`src/pmbus_fmt_pkg.sv`:
```
// Command codes, data formats, limits and timing for the set point and telemetry block
package pmbus_fmt_pkg;
  localparam logic [7:0] CMD_OPERATION = 8'h01;
  localparam logic [7:0] CMD_CLEAR = 8'h03;
  localparam logic [7:0] CMD_STORE = 8'h11;
  localparam logic [7:0] CMD_VOUT_MODE = 8'h20;
  localparam logic [7:0] CMD_VOUT_COMMAND = 8'h21;
  localparam logic [7:0] CMD_MARGIN_HIGH = 8'h25;
  localparam logic [7:0] CMD_MARGIN_LOW = 8'h26;
  localparam logic [7:0] CMD_VIN_ON = 8'h35;
  localparam logic [7:0] CMD_VIN_OFF = 8'h36;
  localparam logic [7:0] CMD_TON_DELAY = 8'h60;
  localparam logic [7:0] CMD_TON_RISE = 8'h61;
  localparam logic [7:0] CMD_STATUS_CML = 8'h7E;
  localparam logic [7:0] CMD_READ_VIN = 8'h88;
  localparam logic [7:0] CMD_READ_VOUT = 8'h8B;
  localparam logic [7:0] CMD_READ_IOUT = 8'h8C;
  localparam logic [7:0] CMD_READ_TEMP = 8'h8D;
  localparam logic [7:0] CMD_VOUT_TRIM = 8'hD0;
  localparam logic [7:0] CMD_VIN_TRIM_OFF = 8'hD1;
  localparam logic [7:0] CMD_VIN_TRIM_GAIN = 8'hD2;
  localparam logic [7:0] CMD_IOUT_TRIM_OFF = 8'hD3;
  localparam logic [7:0] CMD_IOUT_TRIM_GAIN = 8'hD4;
  // Five-bit two's complement exponent fields
  localparam logic [4:0] EXP_VIN = 5'h1D;
  localparam logic [4:0] EXP_TON = 5'h1F;
  localparam logic [4:0] EXP_IOUT = 5'h1C;
  localparam logic [4:0] EXP_TEMP = 5'h1E;
  localparam logic [7:0] VOUT_MODE_VAL = 8'h14;
  localparam logic [10:0] VIN_MIN = 11'h100;
  localparam logic [10:0] VIN_MAX = 11'h170;
  localparam logic [10:0] VIN_HYST = 11'h010;
  localparam logic [10:0] TON_DELAY_MIN = 11'h014;
  localparam logic [10:0] TON_RISE_MIN = 11'h01E;
  localparam logic [10:0] TON_MAX = 11'h3E8;
  localparam logic [15:0] VOUT_MIN = 16'h819A;
  localparam logic [15:0] VOUT_MAX = 16'hD333;
  localparam logic [10:0] MANT_MAX = 11'h3FF;
  localparam logic [7:0] OPERATION_RST = 8'h88;
  localparam logic [1:0] MARGIN_OFF = 2'h0;
  localparam logic [1:0] MARGIN_LOW = 2'h1;
  localparam logic [1:0] MARGIN_HIGH = 2'h2;
  localparam logic [3:0] OP_FIXED_LOW = 4'h8;
  localparam logic [10:0] VIN_ON_RST = 11'h110;
  localparam logic [10:0] VIN_OFF_RST = 11'h100;
  localparam logic [10:0] TON_DELAY_RST = 11'h014;
  localparam logic [10:0] TON_RISE_RST = 11'h01E;
  localparam logic [15:0] VOUT_RST = 16'hC000;
  localparam logic [15:0] MARGIN_HIGH_RST = 16'hCCCD;
  localparam logic [15:0] MARGIN_LOW_RST = 16'hB333;
  localparam logic [15:0] GAIN_RST = 16'h2000;
  localparam int GAIN_SHIFT = 13;
  localparam int TEMP_COMP_SHIFT = 8;
  localparam int IOUT_BLANK_MA = 1650;
  localparam int IOUT_LSB_UA = 62500;
  localparam logic [10:0] IOUT_BLANK_CNT =
    11'((IOUT_BLANK_MA * 1000 + IOUT_LSB_UA - 1) / IOUT_LSB_UA);
  localparam int CLK_PERIOD_NS = 10;
  localparam int HALF_MS_NS = 500000;
  localparam int TICK_CYCLES = HALF_MS_NS / CLK_PERIOD_NS;
  typedef enum logic [1:0] {seq_off, seq_delay, seq_rise, seq_on} seq_e;
endpackage : pmbus_fmt_pkg

```
`src/trim_if.sv`:
```
// Raw reading, trim gain and offset, and the corrected result between scaler and core
`timescale 1ns/1ps
interface trim_if;
  logic [10:0] raw;
  logic [15:0] gain;
  logic signed [10:0] offset;
  logic signed [15:0] result;
  modport src (output raw, output gain, output offset, input result);
  modport calc (input raw, input gain, input offset, output result);
endinterface : trim_if

```
`src/pmbus_setpoint_telemetry_formats.sv`:
```
// Set point, margin, soft start and telemetry formats of the power module command set
//
// The register offsets and strobed register access are this design's own decisions.
`timescale 1ns/1ps
module pmbus_setpoint_telemetry_formats #(
  parameter int HALF_MS_CYCLES = pmbus_fmt_pkg::TICK_CYCLES,
  parameter logic signed [7:0] TEMP_COEF = 8'sh00
) (
  input wire logic clk_sys,
  input wire logic rst,
  input wire logic [7:0] addr,
  input wire logic [15:0] wdata,
  input wire logic wr,
  input wire logic rd,
  output logic [15:0] rdata,
  input wire logic [15:0] adc_vout,
  input wire logic [10:0] adc_vin,
  input wire logic [10:0] adc_iout,
  input wire logic signed [10:0] adc_temp,
  input wire logic adc_valid,
  input wire logic sinking_pin,
  output logic [15:0] vout_target,
  output logic output_on,
  output logic ramping,
  output logic nvm_store,
  output logic data_invalid,
  output logic cmd_invalid
);
  typedef struct packed {
    logic [7:0] operation;
    logic [10:0] vin_on;
    logic [10:0] vin_off;
    logic [10:0] ton_delay;
    logic [10:0] ton_rise;
    logic [15:0] vout_cmd;
    logic [15:0] margin_high;
    logic [15:0] margin_low;
    logic [15:0] vout_trim;
    logic [10:0] vin_trim_off;
    logic [15:0] vin_gain;
    logic [10:0] iout_trim_off;
    logic [15:0] iout_gain;
    logic [15:0] read_vout;
    logic [10:0] read_vin;
    logic [10:0] read_iout;
    logic [10:0] read_temp;
    logic tele_pend;
    logic data_invalid;
    logic cmd_invalid;
    logic nvm_store;
    logic [15:0] rdata;
    logic [15:0] vout_target;
    pmbus_fmt_pkg::seq_e seq;
    logic output_on;
    logic ramping;
    logic [15:0] tick_cnt;
    logic [10:0] seq_cnt;
  } state_s;

  state_s s;
  state_s next_s;
  logic sinking;
  logic [10:0] mant;
  logic bad;
  logic tick;
  logic signed [16:0] vout_sum;
  logic signed [18:0] temp_prod;
  logic signed [15:0] iout_comp;

  trim_if vin_link ();
  trim_if iout_link ();

  pin_sync #(.WIDTH(1)) sink_sync (
    .clk_sys(clk_sys),
    .rst(rst),
    .async_in(sinking_pin),
    .sync_out(sinking)
  );

  trim_scale vin_scale (
    .clk_sys(clk_sys),
    .rst(rst),
    .port(vin_link.calc)
  );

  trim_scale iout_scale (
    .clk_sys(clk_sys),
    .rst(rst),
    .port(iout_link.calc)
  );

  assign vin_link.raw = adc_vin;
  assign vin_link.gain = s.vin_gain;
  assign vin_link.offset = s.vin_trim_off;
  assign iout_link.raw = adc_iout;
  assign iout_link.gain = s.iout_gain;
  assign iout_link.offset = s.iout_trim_off;

  always_comb begin
    next_s = s;
    next_s.nvm_store = 1'b0;
    next_s.rdata = 16'h0000;
    // Only the mantissa is taken; a written exponent field is ignored
    mant = wdata[10:0];
    bad = 1'b0;
    tick = (s.tick_cnt == 16'(HALF_MS_CYCLES - 1));
    next_s.tick_cnt = tick ? 16'h0000 : s.tick_cnt + 16'h0001;

    if (wr) begin
      if (addr == pmbus_fmt_pkg::CMD_OPERATION) begin
        if (wdata[5:4] == 2'h3) begin
          bad = 1'b1;
        end else begin
          next_s.operation = {wdata[7], 1'b0, wdata[5:4], pmbus_fmt_pkg::OP_FIXED_LOW};
        end
      end else if (addr == pmbus_fmt_pkg::CMD_CLEAR) begin
        next_s.data_invalid = 1'b0;
        next_s.cmd_invalid = 1'b0;
      end else if (addr == pmbus_fmt_pkg::CMD_STORE) begin
        next_s.nvm_store = 1'b1;
      end else if (addr == pmbus_fmt_pkg::CMD_VIN_ON) begin
        if (mant < pmbus_fmt_pkg::VIN_MIN || mant > pmbus_fmt_pkg::VIN_MAX
            || mant < s.vin_off + pmbus_fmt_pkg::VIN_HYST) begin
          bad = 1'b1;
        end else begin
          next_s.vin_on = mant;
        end
      end else if (addr == pmbus_fmt_pkg::CMD_VIN_OFF) begin
        if (mant < pmbus_fmt_pkg::VIN_MIN || mant > pmbus_fmt_pkg::VIN_MAX
            || mant + pmbus_fmt_pkg::VIN_HYST > s.vin_on) begin
          bad = 1'b1;
        end else begin
          next_s.vin_off = mant;
        end
      end else if (addr == pmbus_fmt_pkg::CMD_TON_DELAY) begin
        if (mant < pmbus_fmt_pkg::TON_DELAY_MIN || mant > pmbus_fmt_pkg::TON_MAX) begin
          bad = 1'b1;
        end else begin
          next_s.ton_delay = mant;
        end
      end else if (addr == pmbus_fmt_pkg::CMD_TON_RISE) begin
        if (mant < pmbus_fmt_pkg::TON_RISE_MIN || mant > pmbus_fmt_pkg::TON_MAX) begin
          bad = 1'b1;
        end else begin
          next_s.ton_rise = mant;
        end
      end else if (addr == pmbus_fmt_pkg::CMD_VOUT_COMMAND
                   || addr == pmbus_fmt_pkg::CMD_MARGIN_HIGH
                   || addr == pmbus_fmt_pkg::CMD_MARGIN_LOW) begin
        if (wdata < pmbus_fmt_pkg::VOUT_MIN || wdata > pmbus_fmt_pkg::VOUT_MAX) begin
          bad = 1'b1;
        end else if (addr == pmbus_fmt_pkg::CMD_VOUT_COMMAND) begin
          next_s.vout_cmd = wdata;
        end else if (addr == pmbus_fmt_pkg::CMD_MARGIN_HIGH) begin
          next_s.margin_high = wdata;
        end else begin
          next_s.margin_low = wdata;
        end
      end else if (addr == pmbus_fmt_pkg::CMD_VOUT_TRIM) begin
        next_s.vout_trim = wdata;
      end else if (addr == pmbus_fmt_pkg::CMD_VIN_TRIM_OFF) begin
        next_s.vin_trim_off = mant;
      end else if (addr == pmbus_fmt_pkg::CMD_VIN_TRIM_GAIN) begin
        next_s.vin_gain = wdata;
      end else if (addr == pmbus_fmt_pkg::CMD_IOUT_TRIM_OFF) begin
        next_s.iout_trim_off = mant;
      end else if (addr == pmbus_fmt_pkg::CMD_IOUT_TRIM_GAIN) begin
        next_s.iout_gain = wdata;
      end else begin
        next_s.cmd_invalid = 1'b1;
      end
      if (bad) begin
        next_s.data_invalid = 1'b1;
      end
    end

    if (rd) begin
      if (addr == pmbus_fmt_pkg::CMD_OPERATION) begin
        next_s.rdata = {8'h00, s.operation};
      end else if (addr == pmbus_fmt_pkg::CMD_VOUT_MODE) begin
        next_s.rdata = {8'h00, pmbus_fmt_pkg::VOUT_MODE_VAL};
      end else if (addr == pmbus_fmt_pkg::CMD_VOUT_COMMAND) begin
        next_s.rdata = s.vout_cmd;
      end else if (addr == pmbus_fmt_pkg::CMD_MARGIN_HIGH) begin
        next_s.rdata = s.margin_high;
      end else if (addr == pmbus_fmt_pkg::CMD_MARGIN_LOW) begin
        next_s.rdata = s.margin_low;
      end else if (addr == pmbus_fmt_pkg::CMD_VIN_ON) begin
        next_s.rdata = {pmbus_fmt_pkg::EXP_VIN, s.vin_on};
      end else if (addr == pmbus_fmt_pkg::CMD_VIN_OFF) begin
        next_s.rdata = {pmbus_fmt_pkg::EXP_VIN, s.vin_off};
      end else if (addr == pmbus_fmt_pkg::CMD_TON_DELAY) begin
        next_s.rdata = {pmbus_fmt_pkg::EXP_TON, s.ton_delay};
      end else if (addr == pmbus_fmt_pkg::CMD_TON_RISE) begin
        next_s.rdata = {pmbus_fmt_pkg::EXP_TON, s.ton_rise};
      end else if (addr == pmbus_fmt_pkg::CMD_STATUS_CML) begin
        next_s.rdata = {8'h00, s.cmd_invalid, s.data_invalid, 6'h00};
      end else if (addr == pmbus_fmt_pkg::CMD_READ_VIN) begin
        next_s.rdata = {pmbus_fmt_pkg::EXP_VIN, s.read_vin};
      end else if (addr == pmbus_fmt_pkg::CMD_READ_VOUT) begin
        next_s.rdata = s.read_vout;
      end else if (addr == pmbus_fmt_pkg::CMD_READ_IOUT) begin
        next_s.rdata = {pmbus_fmt_pkg::EXP_IOUT, s.read_iout};
      end else if (addr == pmbus_fmt_pkg::CMD_READ_TEMP) begin
        next_s.rdata = {pmbus_fmt_pkg::EXP_TEMP, s.read_temp};
      end else if (addr == pmbus_fmt_pkg::CMD_VOUT_TRIM) begin
        next_s.rdata = s.vout_trim;
      end else if (addr == pmbus_fmt_pkg::CMD_VIN_TRIM_OFF) begin
        next_s.rdata = {pmbus_fmt_pkg::EXP_VIN, s.vin_trim_off};
      end else if (addr == pmbus_fmt_pkg::CMD_VIN_TRIM_GAIN) begin
        next_s.rdata = s.vin_gain;
      end else if (addr == pmbus_fmt_pkg::CMD_IOUT_TRIM_OFF) begin
        next_s.rdata = {pmbus_fmt_pkg::EXP_IOUT, s.iout_trim_off};
      end else if (addr == pmbus_fmt_pkg::CMD_IOUT_TRIM_GAIN) begin
        next_s.rdata = s.iout_gain;
      end else begin
        next_s.cmd_invalid = 1'b1;
      end
    end

    // Telemetry: output voltage and temperature at once, scaled values one cycle later
    vout_sum = $signed({1'b0, adc_vout}) + $signed({s.vout_trim[15], s.vout_trim});
    next_s.tele_pend = adc_valid;
    if (adc_valid) begin
      if (vout_sum < 0) begin
        next_s.read_vout = 16'h0000;
      end else begin
        next_s.read_vout = vout_sum[15:0];
      end
      next_s.read_temp = adc_temp;
    end
    temp_prod = $signed(s.read_temp) * TEMP_COEF;
    iout_comp = iout_link.result
      + 16'(temp_prod >>> pmbus_fmt_pkg::TEMP_COMP_SHIFT);
    if (s.tele_pend) begin
      if (vin_link.result < 0) begin
        next_s.read_vin = 11'h000;
      end else if (vin_link.result > $signed({5'h00, pmbus_fmt_pkg::MANT_MAX})) begin
        next_s.read_vin = pmbus_fmt_pkg::MANT_MAX;
      end else begin
        next_s.read_vin = vin_link.result[10:0];
      end
      if (sinking || iout_comp < $signed({5'h00, pmbus_fmt_pkg::IOUT_BLANK_CNT})) begin
        next_s.read_iout = 11'h000;
      end else if (iout_comp > $signed({5'h00, pmbus_fmt_pkg::MANT_MAX})) begin
        next_s.read_iout = pmbus_fmt_pkg::MANT_MAX;
      end else begin
        next_s.read_iout = iout_comp[10:0];
      end
    end

    // Output target from the margin field of the operation byte
    case (s.operation[5:4])
      pmbus_fmt_pkg::MARGIN_LOW: next_s.vout_target = s.margin_low;
      pmbus_fmt_pkg::MARGIN_HIGH: next_s.vout_target = s.margin_high;
      default: next_s.vout_target = s.vout_cmd;
    endcase

    // Start-up: delay then ramp, both counted in half-millisecond ticks
    case (s.seq)
      pmbus_fmt_pkg::seq_off: begin
        next_s.seq_cnt = 11'h000;
        if (s.operation[7]) begin
          next_s.seq = pmbus_fmt_pkg::seq_delay;
        end
      end
      pmbus_fmt_pkg::seq_delay: begin
        if (tick) begin
          next_s.seq_cnt = s.seq_cnt + 11'h001;
          if (s.seq_cnt + 11'h001 >= s.ton_delay) begin
            next_s.seq = pmbus_fmt_pkg::seq_rise;
            next_s.seq_cnt = 11'h000;
          end
        end
      end
      pmbus_fmt_pkg::seq_rise: begin
        if (tick) begin
          next_s.seq_cnt = s.seq_cnt + 11'h001;
          if (s.seq_cnt + 11'h001 >= s.ton_rise) begin
            next_s.seq = pmbus_fmt_pkg::seq_on;
          end
        end
      end
      default: begin
        next_s.seq_cnt = 11'h000;
      end
    endcase
    if (!s.operation[7]) begin
      next_s.seq = pmbus_fmt_pkg::seq_off;
    end
    // Decoded from the next state so both outputs leave flip-flops in step with seq
    next_s.output_on = (next_s.seq == pmbus_fmt_pkg::seq_on);
    next_s.ramping = (next_s.seq == pmbus_fmt_pkg::seq_rise);
  end

  always_ff @(posedge clk_sys) begin
    if (rst) begin
      s <= '0;
      s.operation <= pmbus_fmt_pkg::OPERATION_RST;
      s.vin_on <= pmbus_fmt_pkg::VIN_ON_RST;
      s.vin_off <= pmbus_fmt_pkg::VIN_OFF_RST;
      s.ton_delay <= pmbus_fmt_pkg::TON_DELAY_RST;
      s.ton_rise <= pmbus_fmt_pkg::TON_RISE_RST;
      s.vout_cmd <= pmbus_fmt_pkg::VOUT_RST;
      s.margin_high <= pmbus_fmt_pkg::MARGIN_HIGH_RST;
      s.margin_low <= pmbus_fmt_pkg::MARGIN_LOW_RST;
      s.vin_gain <= pmbus_fmt_pkg::GAIN_RST;
      s.iout_gain <= pmbus_fmt_pkg::GAIN_RST;
      s.vout_target <= pmbus_fmt_pkg::VOUT_RST;
      s.seq <= pmbus_fmt_pkg::seq_off;
    end else begin
      s <= next_s;
    end
  end

  assign rdata = s.rdata;
  assign vout_target = s.vout_target;
  assign output_on = s.output_on;
  assign ramping = s.ramping;
  assign nvm_store = s.nvm_store;
  assign data_invalid = s.data_invalid;
  assign cmd_invalid = s.cmd_invalid;
endmodule : pmbus_setpoint_telemetry_formats

```
`src/pin_sync.sv`:
```
// Two-stage synchroniser for inputs from outside the clock domain
`timescale 1ns/1ps
module pin_sync #(
  parameter int WIDTH = 1
) (
  input wire logic clk_sys,
  input wire logic rst,
  input wire logic [WIDTH-1:0] async_in,
  output logic [WIDTH-1:0] sync_out
);
  typedef struct packed {
    logic [WIDTH-1:0] meta;
    logic [WIDTH-1:0] stable;
  } state_s;
  state_s s;
  state_s next_s;
  always_comb begin
    next_s.meta = async_in;
    next_s.stable = s.meta;
  end
  always_ff @(posedge clk_sys) begin
    if (rst) begin
      s <= '0;
    end else begin
      s <= next_s;
    end
  end
  assign sync_out = s.stable;
endmodule : pin_sync

```
`src/trim_scale.sv`:
```
// Gain and offset correction: raw times gain over 8192 plus signed offset, one cycle
`timescale 1ns/1ps
module trim_scale (
  input wire logic clk_sys,
  input wire logic rst,
  trim_if.calc port
);
  typedef struct packed {
    logic signed [15:0] result;
  } state_s;
  state_s s;
  state_s next_s;
  logic [26:0] product;
  always_comb begin
    product = {5'h00, port.raw} * {11'h000, port.gain};
    next_s.result = $signed({2'h0, product[26:pmbus_fmt_pkg::GAIN_SHIFT]})
      + {{5{port.offset[10]}}, port.offset};
  end
  always_ff @(posedge clk_sys) begin
    if (rst) begin
      s <= '0;
    end else begin
      s <= next_s;
    end
  end
  assign port.result = s.result;
endmodule : trim_scale

```
`config.mk`:
```
export PLATFORM = sky130hd
export DESIGN_NAME = pmbus_setpoint_telemetry_formats
export DESIGN_NICKNAME = d
export VERILOG_FILES = /design/src/pmbus_fmt_pkg.sv /design/src/trim_if.sv /design/src/pmbus_setpoint_telemetry_formats.sv /design/src/pin_sync.sv /design/src/trim_scale.sv
export SDC_FILE = /design/constraint.sdc
export NUM_CORES = 2
export LEC_CHECK = 0
export BUFFER_PORTS_ARGS = -buffer_cell sky130_fd_sc_hd__clkbuf_2
export CAP_MARGIN = 10
export CORE_MARGIN = 2
export CORE_UTILIZATION = 39
export CTS_CLUSTER_DIAMETER = 60
export DETAILED_ROUTE_END_ITERATION = 10
export PLACE_DENSITY_LB_ADDON = 0.15
export SLEW_MARGIN = 30
export SYNTH_ARGS = -nofsm -noshare
export SYNTH_HDL_FRONTEND = slang
export SYNTH_HIERARCHICAL = 1
export SYNTH_SLANG_ARGS = --single-unit
```
`constraint.sdc`:
```
create_clock -name clk_sys -period 9.2 [get_ports clk_sys]
set_clock_uncertainty 0.05 [all_clocks]
set_input_delay 0 -clock clk_sys [delete_from_list [all_inputs] [get_ports clk_sys]]
set_output_delay 0 -clock clk_sys [all_outputs]
set_load 0.005 [all_outputs]
```
# Word level (Yosys, flattened, before mapping)
# Index checks and enable logic that the tools add are counted.
dict set report word_totals {
  ff_bits 315
  elab_cells 233
  output_inout_bits 37
  in_bits 79
}
dict set report op_classes {
  muxes 88
  add_sub_neg 7
  n_reduce_logical 31
  bitwise 22
  eq_ne 32
  order_cmp 16
  mul 2
}
# cell count
set ops {}
lappend ops {{$mux W16} 18}
lappend ops {{$mux W11} 7}
lappend ops {{$eq A8 B8 Y1 const B} 9}
lappend ops {{$mul A11 B16 Y27} 2}
lappend ops {{$mux W1} 51}
lappend ops {{$eq A8 B6 Y1 const B} 6}
lappend ops {{$reduce_and A12 Y1} 3}
lappend ops {{$add A15 B11 Y16} 2}
lappend ops {{$gt A16 B11 Y1 const B} 2}
lappend ops {{$pmux W16 S2} 1}
lappend ops {{$eq A8 B7 Y1 const B} 3}
lappend ops {{$add A11 B5 Y11 const B} 2}
lappend ops {{$ge A11 B11 Y1} 2}
lappend ops {{$lt A11 B5 Y1 const B} 2}
lappend ops {{$not A1 Y1} 22}
lappend ops {{$pmux W11 S2} 1}
lappend ops {{$reduce_and A11 Y1} 2}
lappend ops {{$add A17 B16 Y17} 1}
lappend ops {{$lt A17 B1 Y1 const B} 1}
lappend ops {{$add A16 B1 Y16 const B} 1}
lappend ops {{$eq A16 B16 Y1 const B} 1}
lappend ops {{$gt A16 B16 Y1 const B} 1}
lappend ops {{$lt A16 B1 Y1 const B} 1}
lappend ops {{$lt A16 B16 Y1 const B} 1}
lappend ops {{other kinds (33)} 56}

# Logic depth before layout (Yosys ltp)
dict set report logic_depth {
  ltp_word 35
  mapped_depth 28
}

# Modules after synthesis
# Netlist, hierarchy kept.
# mod cells_each n_inst area_each_um2
set by_module_without_submodules {}
lappend by_module_without_submodules {pmbus_setpoint_telemetry_formats 1834 1 15621.2}
lappend by_module_without_submodules {{trim_scale at iout_scale} 784 1 6646.4}
lappend by_module_without_submodules {{trim_scale at vin_scale} 765 1 6550.0}
lappend by_module_without_submodules {pin_sync 4 1 52.6}

# Worst setup path after synthesis
# No wires, ideal clock.
dict set report synth_timing {
  path_kind {reg-to-reg}
  from {register s, in the netlist vin_link.gain[5]}
  to {register vin_scale.s, in the netlist vin_scale/port.result[15]}
  path_stages_with_launch 28
  setup_slack_ps 2544
  arrival_time_ps 6472
  required_ps 9016
  n_path_buf 1
  synth_period_minus_slack_ps 6656
  cell_sequence {dfxtp_1 clkbuf_1 and2_1 fa_1 inv_1 fa_1 inv_1 fa_1 fa_1 inv_1 fa_1 inv_1 ha_1 and3_1 o2111a_1 o21ai_0 a21oi_1 a31o_2 a21oi_1 xnor2_1 ha_1 a21o_1 a21o_1 a21o_1 a41oi_2 o21ai_2 nor4bb_1 or4_1}
}
dict set report synth_via {
  elab_chain_cells 2
}
# item line_no
set synth_lines {}
lappend synth_lines {{start, declared} pmbus_setpoint_telemetry_formats.sv:60} ;# state_s s;
lappend synth_lines {{start signal, assigned} pmbus_setpoint_telemetry_formats.sv:312} ;# s <= next_s;
lappend synth_lines {{$mul A11 B16 Y27} trim_scale.sv:15} ;# product = {5'h00, port.raw} * {11'h000, port.gain};
lappend synth_lines {{$add A15 B11 Y16} trim_scale.sv:17} ;# + {{5{port.offset[10]}}, port.offset};
lappend synth_lines {{end signal, assigned} trim_scale.sv:23} ;# s <= next_s;
lappend synth_lines {{end, declared} trim_scale.sv:11} ;# state_s s;
# No other way between the ends.
# A chain may end at the register's enable or synchronous reset.

# Worst setup path in the final report
dict set report layout_timing {
  from {register s, in the netlist vin_link.gain[7]}
  to {register vin_scale.s, in the netlist vin_scale/port.result[15]}
}
# Same word-level chain as after synthesis.

==> results.toml <==
[outcome]
outcome = "finished, violations left"
violations = "design-rule violations"

[die]
rows = 99
start_util = 0.395
pin_count = 116
die_h_um = 276
fp.dieW_um = 276
core_area_sq_mm = 0.0731
dieArea_sq_mm = 0.0762

[clocking]
cts.sinks = 315
clkLatencyLatePin_ns = 0.58
cts_buffer_depth = 3
clkSlewWorstSetupHoldPaths_ns = 0.06
cts_buffers = 39
cts_root_buf = "clkbuf_16"
cts_tree = "done"
cts.htree.levels = 2

[setup_path]
cpLargestDelayFamily = "adder cells"
critical_path_peak_fanout = 13
path_class = "register to register"
r2r_slack_ns = 2.04
reg2regPathDepth = 25
cp_slowest_stage_delay_ns = 0.62
cp_data_arrival_time_ns = 7.55
regToRegEndpoint = "vin_scale/port.result[15]"
cp.required_ns = 9.59
crit_path_end_kind = "register"
critical_path_buf_inv_count = 3
path_common_cell = "fa_1"
r2r_start = "vin_link.gain[7]"
crit_path_start_kind = "register"
crit_path_top_delay_cell = "dfxtp_1"

[synthesis]
async_reset_ff_frac = 0
synth_edf_count = 0
ys_seq_elements = 315
syn_area_per_cell_sq_um = 8.52
syn_nets = 3945
synth_seq_area_share = 0.218
synth_flop_cell = "dfxtp_1"
ys_types = 104
syn_inst = 3387
syn_area_sq_mm = 0.0289
yosysWarnings = 6

[route]
first_iter_violations = 1936
routed_via_density = 5.51
first_pass_iters = 8
drc = 26
drtAntennaViolNets = 0
num_vias = 24200
totalWireLength_um = 92800
wl_per_cell_um = 21.2

[placed_design]
dp_hpwl_um = 70000
globalplace.congestion = 0.967
portBuffers = 115

[power_and_ir_drop]
ir_drop_uv = 117
p_per_area_mw_per_mm2 = 106
intPower_mw = 2.41
pwr-share-seq = 0.421
p_switching_uw = 934
switching_share = 0.279
clockPowerShare = 0.469
comb_power_share = 0.110
p_leak_nw = 14.0

[min_path]
hp-class = "input pin to register"
worstHoldStart = "adc_vout[11]"
min_to = "s[111]"
worstHoldPathCells = 5

[job]
max-cap-violations = 0

[timing]
tns_ns = 0
post-route-period-util = 0.778
hold_ws_ns = 0.0276
rsz0062_at_grt = "false"
report.final.slew_viol_count = 0
max_freq_mhz = 140
hold_violations = 0
setup_viol = 0
fin_crit_ns = 7.16
relSlewSlack = 0.383
worstMarginPinSlew_ns = 0.921

[global_routing]
grtUsageTotal = 0.242
grt_first_pass_wirelength_um = 143000
grt_start_max_net_pins = 77
grt_pass1_vias = 23700
overflow = 0
antenna_found_initial = 5

[finish]
multi_input_area_sq_mm = 0.0201
nFillCells = 7318
drive_gt1_frac = 0.0821
syn_to_final_growth_pct = 9.39
nets = 3952
regArea_sq_mm = 0.00631
post-route-util = 0.432
==> state kept, by name, summed over array words and instances, names as in the netlist, 11 cells and up <==
register                flops
vin_link.gain              16
iout_link.offset           11
iout_link.gain             16
iout_scale/port.result     16
vin_link.offset            11
s                         190
rdata                      16
vin_scale/port.result      16
vout_target                16
==> kinds of logic after synthesis <==
family	Yosys count	synth area share
and+or+nand+nor	1158	0.199
buffers and inverters	604	0.0872
AOI/OAI and AO/OA	581	0.138
adders and majority gates	479	0.273
DFF	315	0.218
muxes	158	0.0559
xor gates and xnor gates	92	0.0279
==> cells in the mapped netlist (all sizes together), types with 25 or more instances <==
cell type | number | share of area
a211oi | 28 | 0.0078
a21o | 33 | 0.0086
a21oi | 165 | 0.029
a22o | 26 | 0.0079
a22oi | 39 | 0.010
and2 | 168 | 0.036
and3 | 30 | 0.0065
buf | 87 | 0.020
clkbuf | 133 | 0.017
dfxtp | 315 | 0.22
fa | 251 | 0.17
ha | 228 | 0.099
inv | 383 | 0.050
mux2i | 151 | 0.052
nand2 | 329 | 0.043
nand2b | 25 | 0.0054
nand3 | 70 | 0.012
nand4 | 49 | 0.011
nor2 | 313 | 0.041
nor3 | 56 | 0.011
o211ai | 35 | 0.0094
o21ai | 96 | 0.017
xnor2 | 46 | 0.014
xor2 | 46 | 0.014
==> power groups by stage <==
stage | Combinational, mW | Sequential, mW | Clock (mW)
5_1_grt | 0.401 | 1.41 | 1.65
2_1_floorplan | 0.226 | 1.43 | 0
4_1_cts | 0.363 | 1.41 | 1.60
6_report | 0.368 | 1.41 | 1.57
3_3_place_gp | 0.349 | 1.44 | 0
3_5_place_dp | 0.348 | 1.44 | 0
==> worst max-delay path by stage <==
stage | start | cells after the start | to
floorplan | vin_link.gain[5] | 27 | vin_scale/port.result[15]
global placement | vin_link.gain[6] | 25 | vin_scale/port.result[15]
detailed placement | vin_link.gain[13] | 25 | vin_scale/port.result[15]
CTS | vin_link.gain[13] | 25 | vin_scale/port.result[15]
global route | vin_link.gain[7] | 25 | vin_scale/port.result[15]
finish | vin_link.gain[7] | 25 | vin_scale/port.result[15]
==> repair_timing <==
item,in CTS,in global routing
hold endpoints to repair,143,0
buffers inserted,0,0
gates resized for setup,0,0
hold buffers,41,0
==> cell type report <==
| class | count | area share |
|---|---|---|
| inverter | 384 | 0.0456 |
| clock inverter | 22 | 0.00745 |
| tap | 959 | 0.0380 |
| clock buffer | 48 | 0.0342 |
| timing repair buffer | 186 | 0.0386 |
| sequential | 315 | 0.200 |
| multi-input combinational | 2468 | 0.636 |
| antenna | 3 | 0.000238 |
==> worst register-to-register path: cells and delay by family (launching register included) <==
family                     cells  cell delay, ns
buffers and inverters          3            0.16
and+or+nand+nor                4            1.02
adders and majority gates      7            3.20
AOI/OAI and AO/OA             10            1.86
xor gates and xnor gates       1            0.14
DFF                            1            0.62
==> cells in the final DEF, fill, tap and decap left out, types with 46 or more instances in the layout <==
master,n
inv_1,383
nand2_1,328
dfxtp_1,315
nor2_1,311
fa_1,251
ha_1,227
and2_1,167
a21oi_1,165
mux2i_1,151
clkbuf_2,114
o21ai_0,85
nand3_1,68
nor3_1,51
nand4_1,49
xnor2_1,46
xor2_1,46
==> through the flow <==
step                power, mW  setup slack [ns]  cell area (sq um)  std cells
global route             3.46              1.55              31600       4382
CTS                      3.37              2.05              31600       4382
finish                   3.34              2.04              31600       4385
detailed placement       1.79              2.05              29800       4271
global placement         1.79              2.13              29800       4271
floorplan                1.65              2.54              28900       3387
==> per-layer routing <==
layer | vias up | routed length [um] | GRT usage
li1 | 11400 | - | -
met1 | 11800 | 40700 | 0.322
met2 | 784 | 43300 | 0.402
met3 | 159 | 5360 | 0.0286
met4 | 0 | 3470 | 0.0891
met5 | - | 0 | 0
No activity file was read; power rests on OpenSTA's default activity.
